[src/hdl/vc_map_pkg.sv]
// constants shared by the virtual converter mapper, its property checks and its bench
package vc_map_pkg;

    // ------------------------------------------------------------
    // register map
    // ------------------------------------------------------------
    localparam int ADDR_W = 16;
    localparam logic [ADDR_W-1:0] APP_MODE_ADDR = 16'h0200;
    localparam logic [ADDR_W-1:0] DEC_RATIO_ADDR = 16'h0201;
    localparam int REG_W = 8;

    // ------------------------------------------------------------
    // field layout
    // ------------------------------------------------------------
    localparam int MODE_LSB = 0;
    localparam int MODE_W = 4;
    localparam int QIGN_BIT = 5;
    localparam int DEC_LSB = 0;
    localparam int DEC_W = 4;

    // ------------------------------------------------------------
    // mode codes and reset values
    // ------------------------------------------------------------
    localparam logic [MODE_W-1:0] MODE_FULL = 4'h0;
    localparam logic [MODE_W-1:0] MODE_DDC1 = 4'h1;
    localparam logic [MODE_W-1:0] MODE_DDC2 = 4'h2;
    localparam logic [MODE_W-1:0] MODE_DDC4 = 4'h3;
    localparam logic [MODE_W-1:0] MODE_RESET = 4'h0;
    localparam logic QIGN_RESET = 1'b0;
    localparam logic [DEC_W-1:0] DEC_RESET = 4'h1;

    // ------------------------------------------------------------
    // slot geometry
    // ------------------------------------------------------------
    localparam int NUM_SLOTS = 8;
    localparam int NUM_DDC = 4;
    localparam logic [NUM_SLOTS-1:0] FULL_MASK = 8'h03;

endpackage

[src/hdl/stream_if.sv]
// valid/ready stream carrier between the mapper and its output buffer
`timescale 1ns/100ps
interface stream_if #(
    parameter int W = 8
);
    logic [W-1:0] data;
    logic valid;
    logic ready;

    modport src (output data, output valid, input ready);
    modport snk (input data, input valid, output ready);
endinterface

[src/hdl/slot_buffer.sv]
// two-entry skid buffer: output stage plus one spare entry
`timescale 1ns/100ps
module slot_buffer #(
    parameter int W = 8
) (
    input wire logic clock_i,
    input wire logic sys_rst_i,
    input wire logic ce_i,
    stream_if.snk up,
    output logic [W-1:0] out_data_o,
    output logic out_valid_o,
    input wire logic out_ready_i
);

    logic [W-1:0] out_data_reg;
    logic out_valid_reg;
    logic [W-1:0] skid_data_reg;
    logic skid_valid_reg;
    logic up_ready_reg;
    logic out_move;
    logic in_take;

    // ------------------------------------------------------------
    // handshake terms
    // ------------------------------------------------------------
    // ready is its own flop, the inverse of the spare entry's valid, so the
    // producer sees neither a comb path from out_ready_i nor an inverter
    assign up.ready = up_ready_reg;
    assign out_move = out_ready_i | ~out_valid_reg;
    assign in_take = up.valid & up_ready_reg;
    assign out_data_o = out_data_reg;
    assign out_valid_o = out_valid_reg;

    // output stage: refilled from the spare entry first to keep order
    always_ff @(posedge clock_i) begin
        if (sys_rst_i) begin
            out_valid_reg <= 1'b0;
            out_data_reg <= '0;
        end else if (ce_i && out_move) begin
            if (skid_valid_reg) begin
                out_valid_reg <= 1'b1;
                out_data_reg <= skid_data_reg;
            end else begin
                out_valid_reg <= in_take;
                if (in_take) begin
                    out_data_reg <= up.data;
                end
            end
        end
    end

    // spare entry: catches the word that arrives while the receiver stalls
    always_ff @(posedge clock_i) begin
        if (sys_rst_i) begin
            skid_valid_reg <= 1'b0;
            up_ready_reg <= 1'b1;
            skid_data_reg <= '0;
        end else if (ce_i) begin
            if (out_move) begin
                skid_valid_reg <= 1'b0;
                up_ready_reg <= 1'b1;
            end else if (in_take) begin
                skid_valid_reg <= 1'b1;
                up_ready_reg <= 1'b0;
                skid_data_reg <= up.data;
            end
        end
    end

endmodule // slot_buffer

[src/hdl/virtual_converter_mapper.sv]
// application mode select and virtual converter slot mapping for the transport layer
// Functional notes
// - mode field bits 3:0 select full bandwidth, one, two or four downconverters.
// - bit 5 set gives real output, clear gives complex I/Q output.
// - decimation field bits 3:0; output rate is input rate over that ratio.
// - every real, I or Q stream travels as its own virtual converter.
// - at most eight slots, 0 to 7; usage depends on mode and type.
// - each channel yields I and Q when complex, only I when real.
// - complex output puts channel n I in slot 2n, Q in 2n+1.
// - real downconversion output puts channel n I in slot n.
// - full bandwidth: core A to slot 0, core B to slot 1, rest unused.
// - downconversion modes offer one, two or four channels through the mode field.
// - slot counts: full 2; one 1/2; two 2/4; four 4/8.
// - same count and I/Q pairing for digital or analog quadrature sources.
`timescale 1ns/100ps
module virtual_converter_mapper
    import vc_map_pkg::*;
#(
    parameter int SAMPLE_W = 16
) (
    input wire logic clock_i,
    input wire logic sys_rst_i,
    input wire logic ce_i,
    input wire logic [ADDR_W-1:0] reg_addr_i,
    input wire logic [REG_W-1:0] reg_wdata_i,
    input wire logic reg_wr_i,
    input wire logic reg_rd_i,
    output logic [REG_W-1:0] reg_rdata_o,
    input wire logic [SAMPLE_W-1:0] core_a_i,
    input wire logic [SAMPLE_W-1:0] core_b_i,
    input wire logic [NUM_DDC*SAMPLE_W-1:0] ddc_i_i,
    input wire logic [NUM_DDC*SAMPLE_W-1:0] ddc_q_i,
    input wire logic in_valid_i,
    output logic in_ready_o,
    output logic [NUM_SLOTS*SAMPLE_W-1:0] slot_data_o,
    output logic [NUM_SLOTS-1:0] slot_active_o,
    output logic slot_valid_o,
    input wire logic slot_ready_i,
    output logic [3:0] vc_count_o
);

    // ------------------------------------------------------------
    // elaboration checks
    // ------------------------------------------------------------
    localparam int SLOT_DW = NUM_SLOTS * SAMPLE_W;
    localparam int PAY_W = SLOT_DW + NUM_SLOTS;

    // counts are hard-sized at 4 bits and channels at 3 bits,
    // so the package geometry is held to what those widths can serve
    generate
        if (SAMPLE_W < 1 || SAMPLE_W > 64) begin : g_bad_width
            $error("sample width must lie between 1 and 64");
        end
        if (NUM_SLOTS != 2 * NUM_DDC || NUM_SLOTS > 8) begin : g_bad_slots
            $error("slot count must be twice the channel count and at most eight");
        end
        if (MODE_LSB + MODE_W > REG_W || QIGN_BIT >= REG_W) begin : g_bad_mode_field
            $error("mode register fields must fit the register width");
        end
        if (DEC_LSB + DEC_W > REG_W || DEC_RESET == '0) begin : g_bad_dec_field
            $error("ratio field must fit the register and reset to a nonzero ratio");
        end
    endgenerate

    // ------------------------------------------------------------
    // helper functions
    // ------------------------------------------------------------
    // number of downconversion channels a mode code asks for; 0 otherwise
    function automatic logic [2:0] chan_count(input logic [MODE_W-1:0] mode);
        logic [2:0] n;
        n = 3'h0;
        case (mode)
            MODE_DDC1: n = 3'h1;
            MODE_DDC2: n = 3'h2;
            MODE_DDC4: n = 3'h4;
            default: n = 3'h0;
        endcase
        return n;
    endfunction

    // virtual converters in use for a mode and output type;
    // full bandwidth counts both cores whatever the output type bit says
    function automatic logic [3:0] slot_count(input logic [MODE_W-1:0] mode, input logic real_out);
        logic [3:0] c;
        c = 4'h0;
        if (mode == MODE_FULL) begin
            c = 4'h2; // both cores always presented
        end else if (real_out) begin
            c = {1'b0, chan_count(mode)};
        end else begin
            c = {chan_count(mode), 1'b0};
        end
        return c;
    endfunction

    // unused slots stay zero so the transport side never sees stale samples
    // place each stream in its slot and build the matching active mask
    function automatic logic [PAY_W-1:0] map_slots(
        input logic [MODE_W-1:0] mode,
        input logic real_out,
        input logic [SAMPLE_W-1:0] a,
        input logic [SAMPLE_W-1:0] b,
        input logic [NUM_DDC*SAMPLE_W-1:0] di,
        input logic [NUM_DDC*SAMPLE_W-1:0] dq
    );
        logic [SLOT_DW-1:0] d;
        logic [NUM_SLOTS-1:0] m;
        logic [2:0] nch;
        d = '0;
        m = '0;
        nch = chan_count(mode);
        if (mode == MODE_FULL) begin
            d[0 +: SAMPLE_W] = a;
            d[SAMPLE_W +: SAMPLE_W] = b;
            m = FULL_MASK;
        end else begin
            for (int n = 0; n < NUM_DDC; n++) begin
                if (n < int'(nch)) begin
                    if (real_out) begin
                        d[n*SAMPLE_W +: SAMPLE_W] = di[n*SAMPLE_W +: SAMPLE_W];
                        m[n] = 1'b1;
                    end else begin
                        d[2*n*SAMPLE_W +: SAMPLE_W] = di[n*SAMPLE_W +: SAMPLE_W];
                        d[(2*n+1)*SAMPLE_W +: SAMPLE_W] = dq[n*SAMPLE_W +: SAMPLE_W];
                        m[2*n] = 1'b1;
                        m[2*n+1] = 1'b1;
                    end
                end
            end
        end
        return {m, d}; // one stream per slot
    endfunction

    // ------------------------------------------------------------
    // configuration registers
    // ------------------------------------------------------------
    // configuration state; writes land at the strobe edge, reads answer one
    // cycle later, and a read beside a write in one cycle sees the old value
    logic [MODE_W-1:0] mode_reg;
    logic qign_reg;
    logic [DEC_W-1:0] dec_reg;
    logic [REG_W-1:0] rdata_reg;
    logic [3:0] vc_count_reg;
    logic cfg_changed_reg;

    wire wr_mode = reg_wr_i & (reg_addr_i == APP_MODE_ADDR);
    wire wr_dec = reg_wr_i & (reg_addr_i == DEC_RATIO_ADDR);
    wire rd_mode = reg_rd_i & (reg_addr_i == APP_MODE_ADDR);
    wire rd_dec = reg_rd_i & (reg_addr_i == DEC_RATIO_ADDR);

    // any configuration write, used to restart the decimation phase
    wire wr_any = wr_mode | wr_dec;

    // readback images built from the field positions; reserved bits read as zero
    logic [REG_W-1:0] mode_image;
    logic [REG_W-1:0] dec_image;
    always_comb begin
        mode_image = '0;
        mode_image[MODE_LSB +: MODE_W] = mode_reg;
        mode_image[QIGN_BIT] = qign_reg;
    end
    always_comb begin
        dec_image = '0;
        dec_image[DEC_LSB +: DEC_W] = dec_reg;
    end

    // one read mux; an unmapped address selects zero
    wire [REG_W-1:0] rd_image = rd_mode ? mode_image : (rd_dec ? dec_image : '0);

    // mode field and output type stored on a write to the mode register
    always_ff @(posedge clock_i) begin
        if (sys_rst_i) begin
            mode_reg <= MODE_RESET;
            qign_reg <= QIGN_RESET;
        end else if (ce_i && wr_mode) begin
            mode_reg <= reg_wdata_i[MODE_LSB +: MODE_W];
            qign_reg <= reg_wdata_i[QIGN_BIT];
        end
    end

    // decimation ratio stored on a write to its register
    always_ff @(posedge clock_i) begin
        if (sys_rst_i) begin
            dec_reg <= DEC_RESET;
        end else if (ce_i && wr_dec) begin
            dec_reg <= reg_wdata_i[DEC_LSB +: DEC_W];
        end
    end

    // read data registered one cycle after the strobe; unmapped reads give zero
    // it holds until the next read strobe
    always_ff @(posedge clock_i) begin
        if (sys_rst_i) begin
            rdata_reg <= '0;
        end else if (ce_i && reg_rd_i) begin
            rdata_reg <= rd_image;
        end
    end

    // converter count follows the configuration, one cycle behind it
    // a count of zero flags an undefined mode code
    always_ff @(posedge clock_i) begin
        if (sys_rst_i) begin
            vc_count_reg <= slot_count(MODE_RESET, QIGN_RESET);
        end else if (ce_i) begin
            vc_count_reg <= slot_count(mode_reg, qign_reg);
        end
    end

    // a config write restarts the decimation phase in the cycle after it, sample or not
    always_ff @(posedge clock_i) begin
        if (sys_rst_i) begin
            cfg_changed_reg <= 1'b0;
        end else if (ce_i) begin
            cfg_changed_reg <= wr_any;
        end
    end

    // ------------------------------------------------------------
    // decimation
    // ------------------------------------------------------------
    // every sample taken advances the phase, forwarded or not, bar one taken in the cycle after a config write; only the
    // take at which the phase reaches ratio-1 hands a word on, so one word
    // leaves per ratio samples taken. a refused sample is not taken and
    // does not count, so a stall never shifts the decimation phase.
    // a ratio of zero is served as one, so the stream never stops outright
    logic [DEC_W-1:0] phase_reg;
    wire [DEC_W-1:0] dec_eff = (dec_reg == '0) ? DEC_RESET : dec_reg;
    wire [DEC_W-1:0] dec_last = dec_eff - DEC_RESET;
    wire in_take = in_valid_i & in_ready_o;
    wire phase_hit = (phase_reg == dec_last);

    // mode decode: a code outside the table maps no slot and forwards nothing
    wire mode_full = (mode_reg == MODE_FULL);
    wire [2:0] mode_chans = chan_count(mode_reg);
    wire mode_ok = mode_full || (mode_chans != 3'h0);

    // a word goes on only at a phase hit in a defined mode, never on the
    // sample taken in the cycle right after a configuration write, whose phase is stale
    wire fwd_hit = phase_hit & mode_ok & ~cfg_changed_reg;

    // input phase counter: one sample in dec_eff goes out
    // a config write restarts the count from zero
    always_ff @(posedge clock_i) begin
        if (sys_rst_i) begin
            phase_reg <= '0;
        end else if (ce_i) begin
            if (cfg_changed_reg) begin
                phase_reg <= '0;
            end else if (in_take) begin
                phase_reg <= phase_hit ? '0 : phase_reg + DEC_RESET;
            end
        end
    end

    // ------------------------------------------------------------
    // slot mapping into the output buffer
    // ------------------------------------------------------------
    // digital and analog I/Q sources arrive on the same ddc ports, so the
    // slot pairing below is the same for both
    wire [PAY_W-1:0] mapped = map_slots(mode_reg, qign_reg, core_a_i, core_b_i, ddc_i_i, ddc_q_i);
    wire [PAY_W-1:0] buf_out;
    logic buf_valid;

    // carrier between the mapper and its two-entry buffer
    stream_if #(.W(PAY_W)) map_stream ();

    // only a decimation hit in a defined mode reaches the transport side;
    // undefined mode codes map no slot at all
    assign map_stream.data = mapped;
    assign map_stream.valid = in_valid_i & fwd_hit;
    // back-pressure reaches the source even for samples that are decimated away
    assign in_ready_o = map_stream.ready;

    // the buffer parks words across a receiver stall so none is lost
    slot_buffer #(
        .W(PAY_W)
    ) slot_buffer_inst (
        .clock_i(clock_i),
        .sys_rst_i(sys_rst_i),
        .ce_i(ce_i),
        .up(map_stream),
        .out_data_o(buf_out),
        .out_valid_o(buf_valid),
        .out_ready_i(slot_ready_i)
    );

    // ------------------------------------------------------------
    // outputs
    // ------------------------------------------------------------
    // all come from flops: buffer output stage, read data, count register.
    // a forwarded sample shows on the slots straight after its taking edge
    // when the buffer is empty; a stalled receiver parks one word in the
    // output stage and one in the spare entry, and only then is the source
    // refused. the count trails a mode write by one cycle, so it may not
    // match the slots of words still waiting in the buffer.
    assign slot_data_o = buf_out[SLOT_DW-1:0];
    assign slot_active_o = buf_out[PAY_W-1:SLOT_DW];
    assign slot_valid_o = buf_valid;
    assign reg_rdata_o = rdata_reg;
    assign vc_count_o = vc_count_reg;

endmodule // virtual_converter_mapper

[config.mk]
export PLATFORM = sky130hd
export DESIGN_NAME = virtual_converter_mapper
export DESIGN_NICKNAME = d
export VERILOG_FILES = /design/src/hdl/vc_map_pkg.sv /design/src/hdl/stream_if.sv /design/src/hdl/slot_buffer.sv /design/src/hdl/virtual_converter_mapper.sv
export SDC_FILE = /design/constraint.sdc
export NUM_CORES = 1
export LEC_CHECK = 0
export ABC_CLOCK_PERIOD_IN_PS = 7800
export BUFFER_PORTS_ARGS = -buffer_cell sky130_fd_sc_hd__buf_2
export CAP_MARGIN = 30
export CORE_MARGIN = 8
export CORE_UTILIZATION = 50
export CTS_BUF_LIST = sky130_fd_sc_hd__clkbuf_16
export DETAILED_ROUTE_END_ITERATION = 10
export GPL_ROUTABILITY_DRIVEN = 0
export GPL_TIMING_DRIVEN = 1
export PLACE_DENSITY = 0.77
export SYNTH_ARGS = -nofsm -noshare
export SYNTH_HDL_FRONTEND = slang
export SYNTH_SLANG_ARGS = --single-unit
[constraint.sdc]
create_clock -name clock_i -period 7.8 [get_ports clock_i]
set_clock_uncertainty 0.2 [all_clocks]
set_input_delay 0.39 -clock clock_i [delete_from_list [all_inputs] [get_ports clock_i]]
set_output_delay 0.39 -clock clock_i [all_outputs]
set_load 0.03 [all_outputs]
# [Word level (Yosys, flattened, before mapping)]
# Cells that the tools add are included.
[word_totals] regBits=301 wordCells=96 input_bits=191 romBits=0 ram_bits=0 mem_count=0 latch_bits=0
[op_classes] n_eq_ne=6 bitwise=14 multipliers=0 reduce_logical=15 magnitude_cmp=4 n_addsub=2 n_mux=43 n_shift=0 div=0
[op_table] operator="136-bit two-way mux" count=2
[op_table] operator="32-bit two-way mux" count=7
[op_table] operator="16-bit two-way mux" count=6
[op_table] operator="96-bit two-way mux" count=1
[op_table] operator="48-bit two-way mux" count=1
[op_table] operator="16-bit by 10-bit == test with 1-bit output (second input constant)" count=2
[op_table] operator="4-bit two-way mux" count=7
[op_table] operator="1-bit two-way mux" count=11
[op_table] operator="1-bit AND" count=9
[op_table] operator="3-bit one-hot mux with 3 select lines" count=1
[op_table] operator="4-bit by 2-bit == test with 1-bit output (second input constant)" count=2
[op_table] operator="4-bit logical NOT" count=2
[op_table] operator="2-bit two-way mux" count=4
[op_table] operator="8-bit two-way mux" count=1
[op_table] operator="1-bit by 3-bit < comparator with 1-bit output (first input constant)" count=2
[op_table] operator="2-bit by 3-bit < comparator with 1-bit output (first input constant)" count=2
[op_table] operator="6-bit two-way mux" count=1
[op_table] operator="2-bit AND reduction" count=3
[op_table] operator="2-bit nonzero test" count=3
[op_table] operator="4-bit by 1-bit adder with 4-bit output (second input constant)" count=1
[op_table] operator="4-bit by 1-bit == test with 1-bit output (second input constant)" count=1
[op_table] operator="4-bit == test" count=1
[op_table] operator="1-bit logical AND" count=4
[op_table] operator="4-bit by 1-bit subtractor with 4-bit output (second input constant)" count=1
[op_table] operator="other kinds (6)" count=9

# [Longest topological paths before layout]
[depth] ltp_word=11 mapped_depth=12 ltp_nobuf=9

# [Modules after synthesis]
# From an unflattened synthesis, not the netlist that was laid out.
[unflattened] cells_unflattened=1761 hier_area_um2=15005.6
[modules_own_cells] module="slot_buffer" area_each_um2=12494.5 n_inst=1 cells_each=1407
[modules_own_cells] module="virtual_converter_mapper" area_each_um2=2511.2 n_inst=1 cells_each=354

# [Least setup slack after synthesis]
# Ideal clock, no wire load.
[synth_path] path_type="register -> register" startpoint="register dec_reg[3]" endpoint="register slot_buffer_inst.skid_data_reg[100]" path_stages_with_launch=13 setup_slack_ns=5.064 path_buffers=3 required_time_ns=7.468 setup_time_ns=0.132 synth_period_minus_slack_ns=2.736 t_arrival_ns=2.403 cell_sequence="dfxtp_1 -> nor3_1 -> nor2_1 -> ha_1 -> xnor2_1 -> xnor2_1 -> or2_2 -> or3_1 -> buf_2 -> clkbuf_1 -> clkbuf_1 -> nand2_1 -> a21oi_1"
[synth_via] elab_chain_cells=9
[synth_lines] element="start, declared" line="virtual_converter_mapper.sv:141" text="logic [DEC_W-1:0] dec_reg;"
[synth_lines] element="start signal, assigned" line="virtual_converter_mapper.sv:186" text="dec_reg <= reg_wdata_i[DEC_LSB +: DEC_W];"
[synth_lines] element="4-bit logical NOT" line="virtual_converter_mapper.sv:228" text="wire [DEC_W-1:0] dec_eff = (dec_reg == '0) ? DEC_RESET : dec_reg;"
[synth_lines] element="4-bit two-way mux (*)" line="virtual_converter_mapper.sv:228"
[synth_lines] element="4-bit by 1-bit subtractor with 4-bit output (*)" line="virtual_converter_mapper.sv:229" text="wire [DEC_W-1:0] dec_last = dec_eff - DEC_RESET;"
[synth_lines] element="4-bit == test (*)" line="virtual_converter_mapper.sv:231" text="wire phase_hit = (phase_reg == dec_last);"
[synth_lines] element="1-bit AND (*) (2 in a row)" line="virtual_converter_mapper.sv:240" text="wire fwd_hit = phase_hit & mode_ok & ~cfg_changed_reg;"
[synth_lines] element="1-bit AND (*)" line="virtual_converter_mapper.sv:271" text="assign map_stream.valid = in_valid_i & fwd_hit;"
[synth_lines] element="1-bit AND (*)" line="slot_buffer.sv:30" text="assign in_take = up.valid & up_ready_reg;"
[synth_lines] element="3-bit AND reduction (no source line) (*)"
[synth_lines] element="end signal, assigned" line="slot_buffer.sv:65" text="skid_data_reg <= up.data;"
[synth_lines] element="end, declared" line="slot_buffer.sv:17" text="logic [W-1:0] skid_data_reg;"
# Mark *: on every way between the ends. The rest lies on a longest branch, timed or not.
# A chain may end at the register's enable or synchronous reset.

# [Final worst setup path]
[layout_path] startpoint="register slot_buffer_inst.skid_valid_reg" endpoint="register slot_buffer_inst.out_data_reg[84] (netlist: slot_buffer_inst.out_data_o[84])"
[layout_via] elab_chain_cells=2
[layout_lines] element="start, declared" line="slot_buffer.sv:18" text="logic skid_valid_reg;"
[layout_lines] element="start signal, assigned" line="slot_buffer.sv:55" text="skid_valid_reg <= 1'b0;"
[layout_lines] element="start signal, assigned" line="slot_buffer.sv:60" text="skid_valid_reg <= 1'b0;"
[layout_lines] element="start signal, assigned" line="slot_buffer.sv:63" text="skid_valid_reg <= 1'b1;"
[layout_lines] element="2-bit nonzero test (no source line)"
[layout_lines] element="2-bit AND reduction (no source line)"
[layout_lines] element="end signal, assigned" line="slot_buffer.sv:42" text="out_data_reg <= skid_data_reg;"
[layout_lines] element="end signal, assigned" line="slot_buffer.sv:46" text="out_data_reg <= up.data;"
[layout_lines] element="end, declared" line="slot_buffer.sv:15" text="logic [W-1:0] out_data_reg;"
# Parallel ways exist; a longest one is shown, timed or not.

==> run_results.csv <==
group,metric,value,unit
critical_path,timing.rr.end,"slot_buffer_inst.out_data_o[84]",
drt,dr_total_vias,12600,
critical_path,crit_type,"flop to flop",
power,comb_power_share,0.101,
synth,yosysSeqAreaShare,0.474,
global_routing,grt_pass1_wl,63600,um
timing,fmax,226,MHz
cts,cts.path.max_buffers,3,
power,peakVddDrop,0.169,mV
power,total_power,3.33,mW
global_routing,antenna_found_initial,2,
finish,area_growth,27.8,%
critical_path,reg2regPathDepth,9,
global_routing,grt_max_degree,116,
synth,yosys.area.top_type,"dfxtp_1",
synth,synth_edf_count,0,
timing,fin_crit_sh,0.568,
power,clockPowerShare,0.434,
timing,final_hold_viol_count,0,
floorplanning,dieArea,30200,um^2
drt,ant_nets,0,
synth,synthFlopType,"dfxtp_1",
worst_hold_path,min_to,"slot_buffer_inst.skid_data_reg[27]",
cts,clk_latency,0.54,ns
synth,synth_cell_types,46,
floorplanning,start_util,0.509,
finish,drive_gt1_frac,0.241,
drt,wl_per_cell,18.2,um
cts,cts_sinks,294,
place,place_hpwl,25500,um
finish,n_antenna_cell,0,
floorplanning,die_w,174,um
timing,worst_pin_slew,0.986,ns
critical_path,crit_arrival,4.67,ns
cts,tritoncts,"done",
drt,drc,0,
cts,clkTransAtPathRegs,0.06,ns
synth,syn_area_per_cell,8.07,um^2
power,seqPwrFrac,0.465,
critical_path,r2r_slack,3.37,ns
floorplanning,die-height,174,um
place,io_buffers,334,
finish,final_common_cell,"nand2_1",
synth,synthArstFlopShare,0,
power,p_per_area,210,nW/um^2
global_routing,grt.total_usage,0.250,
timing,fin_crit,4.43,ns
run_status,status,"complete, no violations",
timing,fin_tns_setup,0,ns
finish,fin_util,0.651,
worst_hold_path,holdCritStartpoint,"ddc_q_i[11]",
critical_path,r2r-start,"slot_buffer_inst.skid_valid_reg",
drt,dr.pass1.iters,5,
synth,ys_warn_count,0,
critical_path,critPathLaunchType,"flop",
finish,mostFrequentLayoutCells,"nand2_1, buf_2, dfxtp_1",
floorplanning,rows,57,
synth,synthCells,1540,
finish,nets,2051,
cts,cts.htree.levels,1,
cts,root_buffer,"clkbuf_16",
place,placed_area,14100,um^2
synth,syn-cell-area,12400,um^2
floorplanning,ios,341,
critical_path,end_kind,"flop",
run,maxCapViolCount,0,
synth,synth.top_cell.area_share,0.474,
worst_hold_path,worst_hold_path_type,"input pin to flop",
timing,hold_slack,0.0256,ns
critical_path,crit_required,8.04,ns
synth,synth-seq-cells,294,
global_routing,grt_pass1_vias,12300,
timing,maxSlewViolCount,0,
cts,cts_buffers,31,
floorplanning,core,24400,um^2
global_routing,grt-ovfl-total,0,
power,power_switching,0.832,mW
drt,drtIter0Drc,1220,
worst_hold_path,min_path_cells,5,
synth,synthTopCellsByArea,"dfxtp_1, nand2_1, a21oi_1",
drt,routed_via_density,5.71,
timing,maxSlewHeadroom,0.340,
power,p_leak,6.02,nW
finish,post-route-cell-area,15900,um^2
timing,grt_setup_unrepaired,"no",
timing,setup_viol_count_final,0,
critical_path,path_max_fanout,74,
drt,wl,40100,um
power,switching_share,0.250,
power,p_int,2.50,mW
routing by layer:
metal | vias to the layer above | track usage | wire, um
met5 | - | 0 | 23
met4 | 4 | 0.103 | 1550
met3 | 106 | 0.0643 | 3410
met2 | 546 | 0.420 | 19300
met1 | 5895 | 0.300 | 15900
li1 | 6040 | - | -
area by class of cell:
class | instances | area (um^2)
repair buffers | 428 | 2620
flip-flops and latches | 294 | 5890
well taps | 324 | 405
clock buffers | 31 | 776
fillers | 2043 | 8500
clock inverters | 26 | 219
multi-input cells | 1097 | 5950
inverters | 6 | 22.5
worst max path at each step:
stage / from / endpoint / slack, ns / cells after the start
CTS: slot_buffer_inst.skid_valid_reg / slot_buffer_inst.out_data_o[123] / 3.41 / 9
detailed placement: slot_buffer_inst.skid_valid_reg / slot_buffer_inst.out_data_o[123] / 3.40 / 9
finish: slot_buffer_inst.skid_valid_reg / slot_buffer_inst.out_data_o[84] / 3.37 / 9
global placement: slot_buffer_inst.skid_valid_reg / slot_buffer_inst.out_data_o[113] / 3.05 / 8
floorplan: dec_reg[3] / slot_buffer_inst.skid_data_reg[100] / 5.06 / 12
global route: slot_buffer_inst.skid_valid_reg / slot_buffer_inst.out_data_o[123] / 3.03 / 9
worst max-delay path: stages (launching register included):
cell      delay (ns)
dfxtp_2         0.32
buf_4           0.63
clkinv_1        0.68
buf_16          0.37
nor2_4          0.11
buf_4           0.48
a21o_2          0.48
buf_4           0.61
nor2_1          0.10
a311oi_1        0.29
power groups by stage:
stage,Sequential (mW),Combinational (mW),Clock [mW]
2_1_floorplan,1.63,0.130,0
4_1_cts,1.55,0.336,1.47
5_1_grt,1.55,0.360,1.54
3_3_place_gp,1.58,0.299,0
3_5_place_dp,1.58,0.306,0
6_report,1.55,0.337,1.45
Yosys cell counts (all sizes together) (11+ instances only):
library cell / n
a22oi: 97
nor3: 19
o21ai: 11
nand2: 379
a311oi: 32
nand2b: 25
nand3: 104
a21oi: 251
clkbuf: 109
o211ai: 16
dfxtp: 294
buf: 36
a22o: 49
nor2: 59
kinds of logic after synthesis:
family	count (synthesis)	share of synthesized area
AND/OR/NAND/NOR	611	0.210
AO/OA/AOI/OAI	474	0.256
flip-flops	294	0.474
buffers and inverters	151	0.0529
XOR/XNOR	5	0.00352
adder cells (fa/ha/maj)	2	0.00201
multiplexers	2	0.00161
other	1	0.000302
what timing repair did:
| item | 4_1_cts | 5_1_grt |
|---|---|---|
| resized for setup | 0 | 0 |
| setup buffers | 0 | 0 |
| hold buffers | 73 | 0 |
| hold endpoints to repair | 136 | 0 |
through the flow:
step | setup slack (ns) | std cells
floorplan | 5.06 | 1542
global placement | 3.05 | 2072
detailed placement | 3.40 | 2075
CTS | 3.41 | 2205
global route | 3.03 | 2206
finish | 3.37 | 2206
Power figures use the tool's default switching activity.
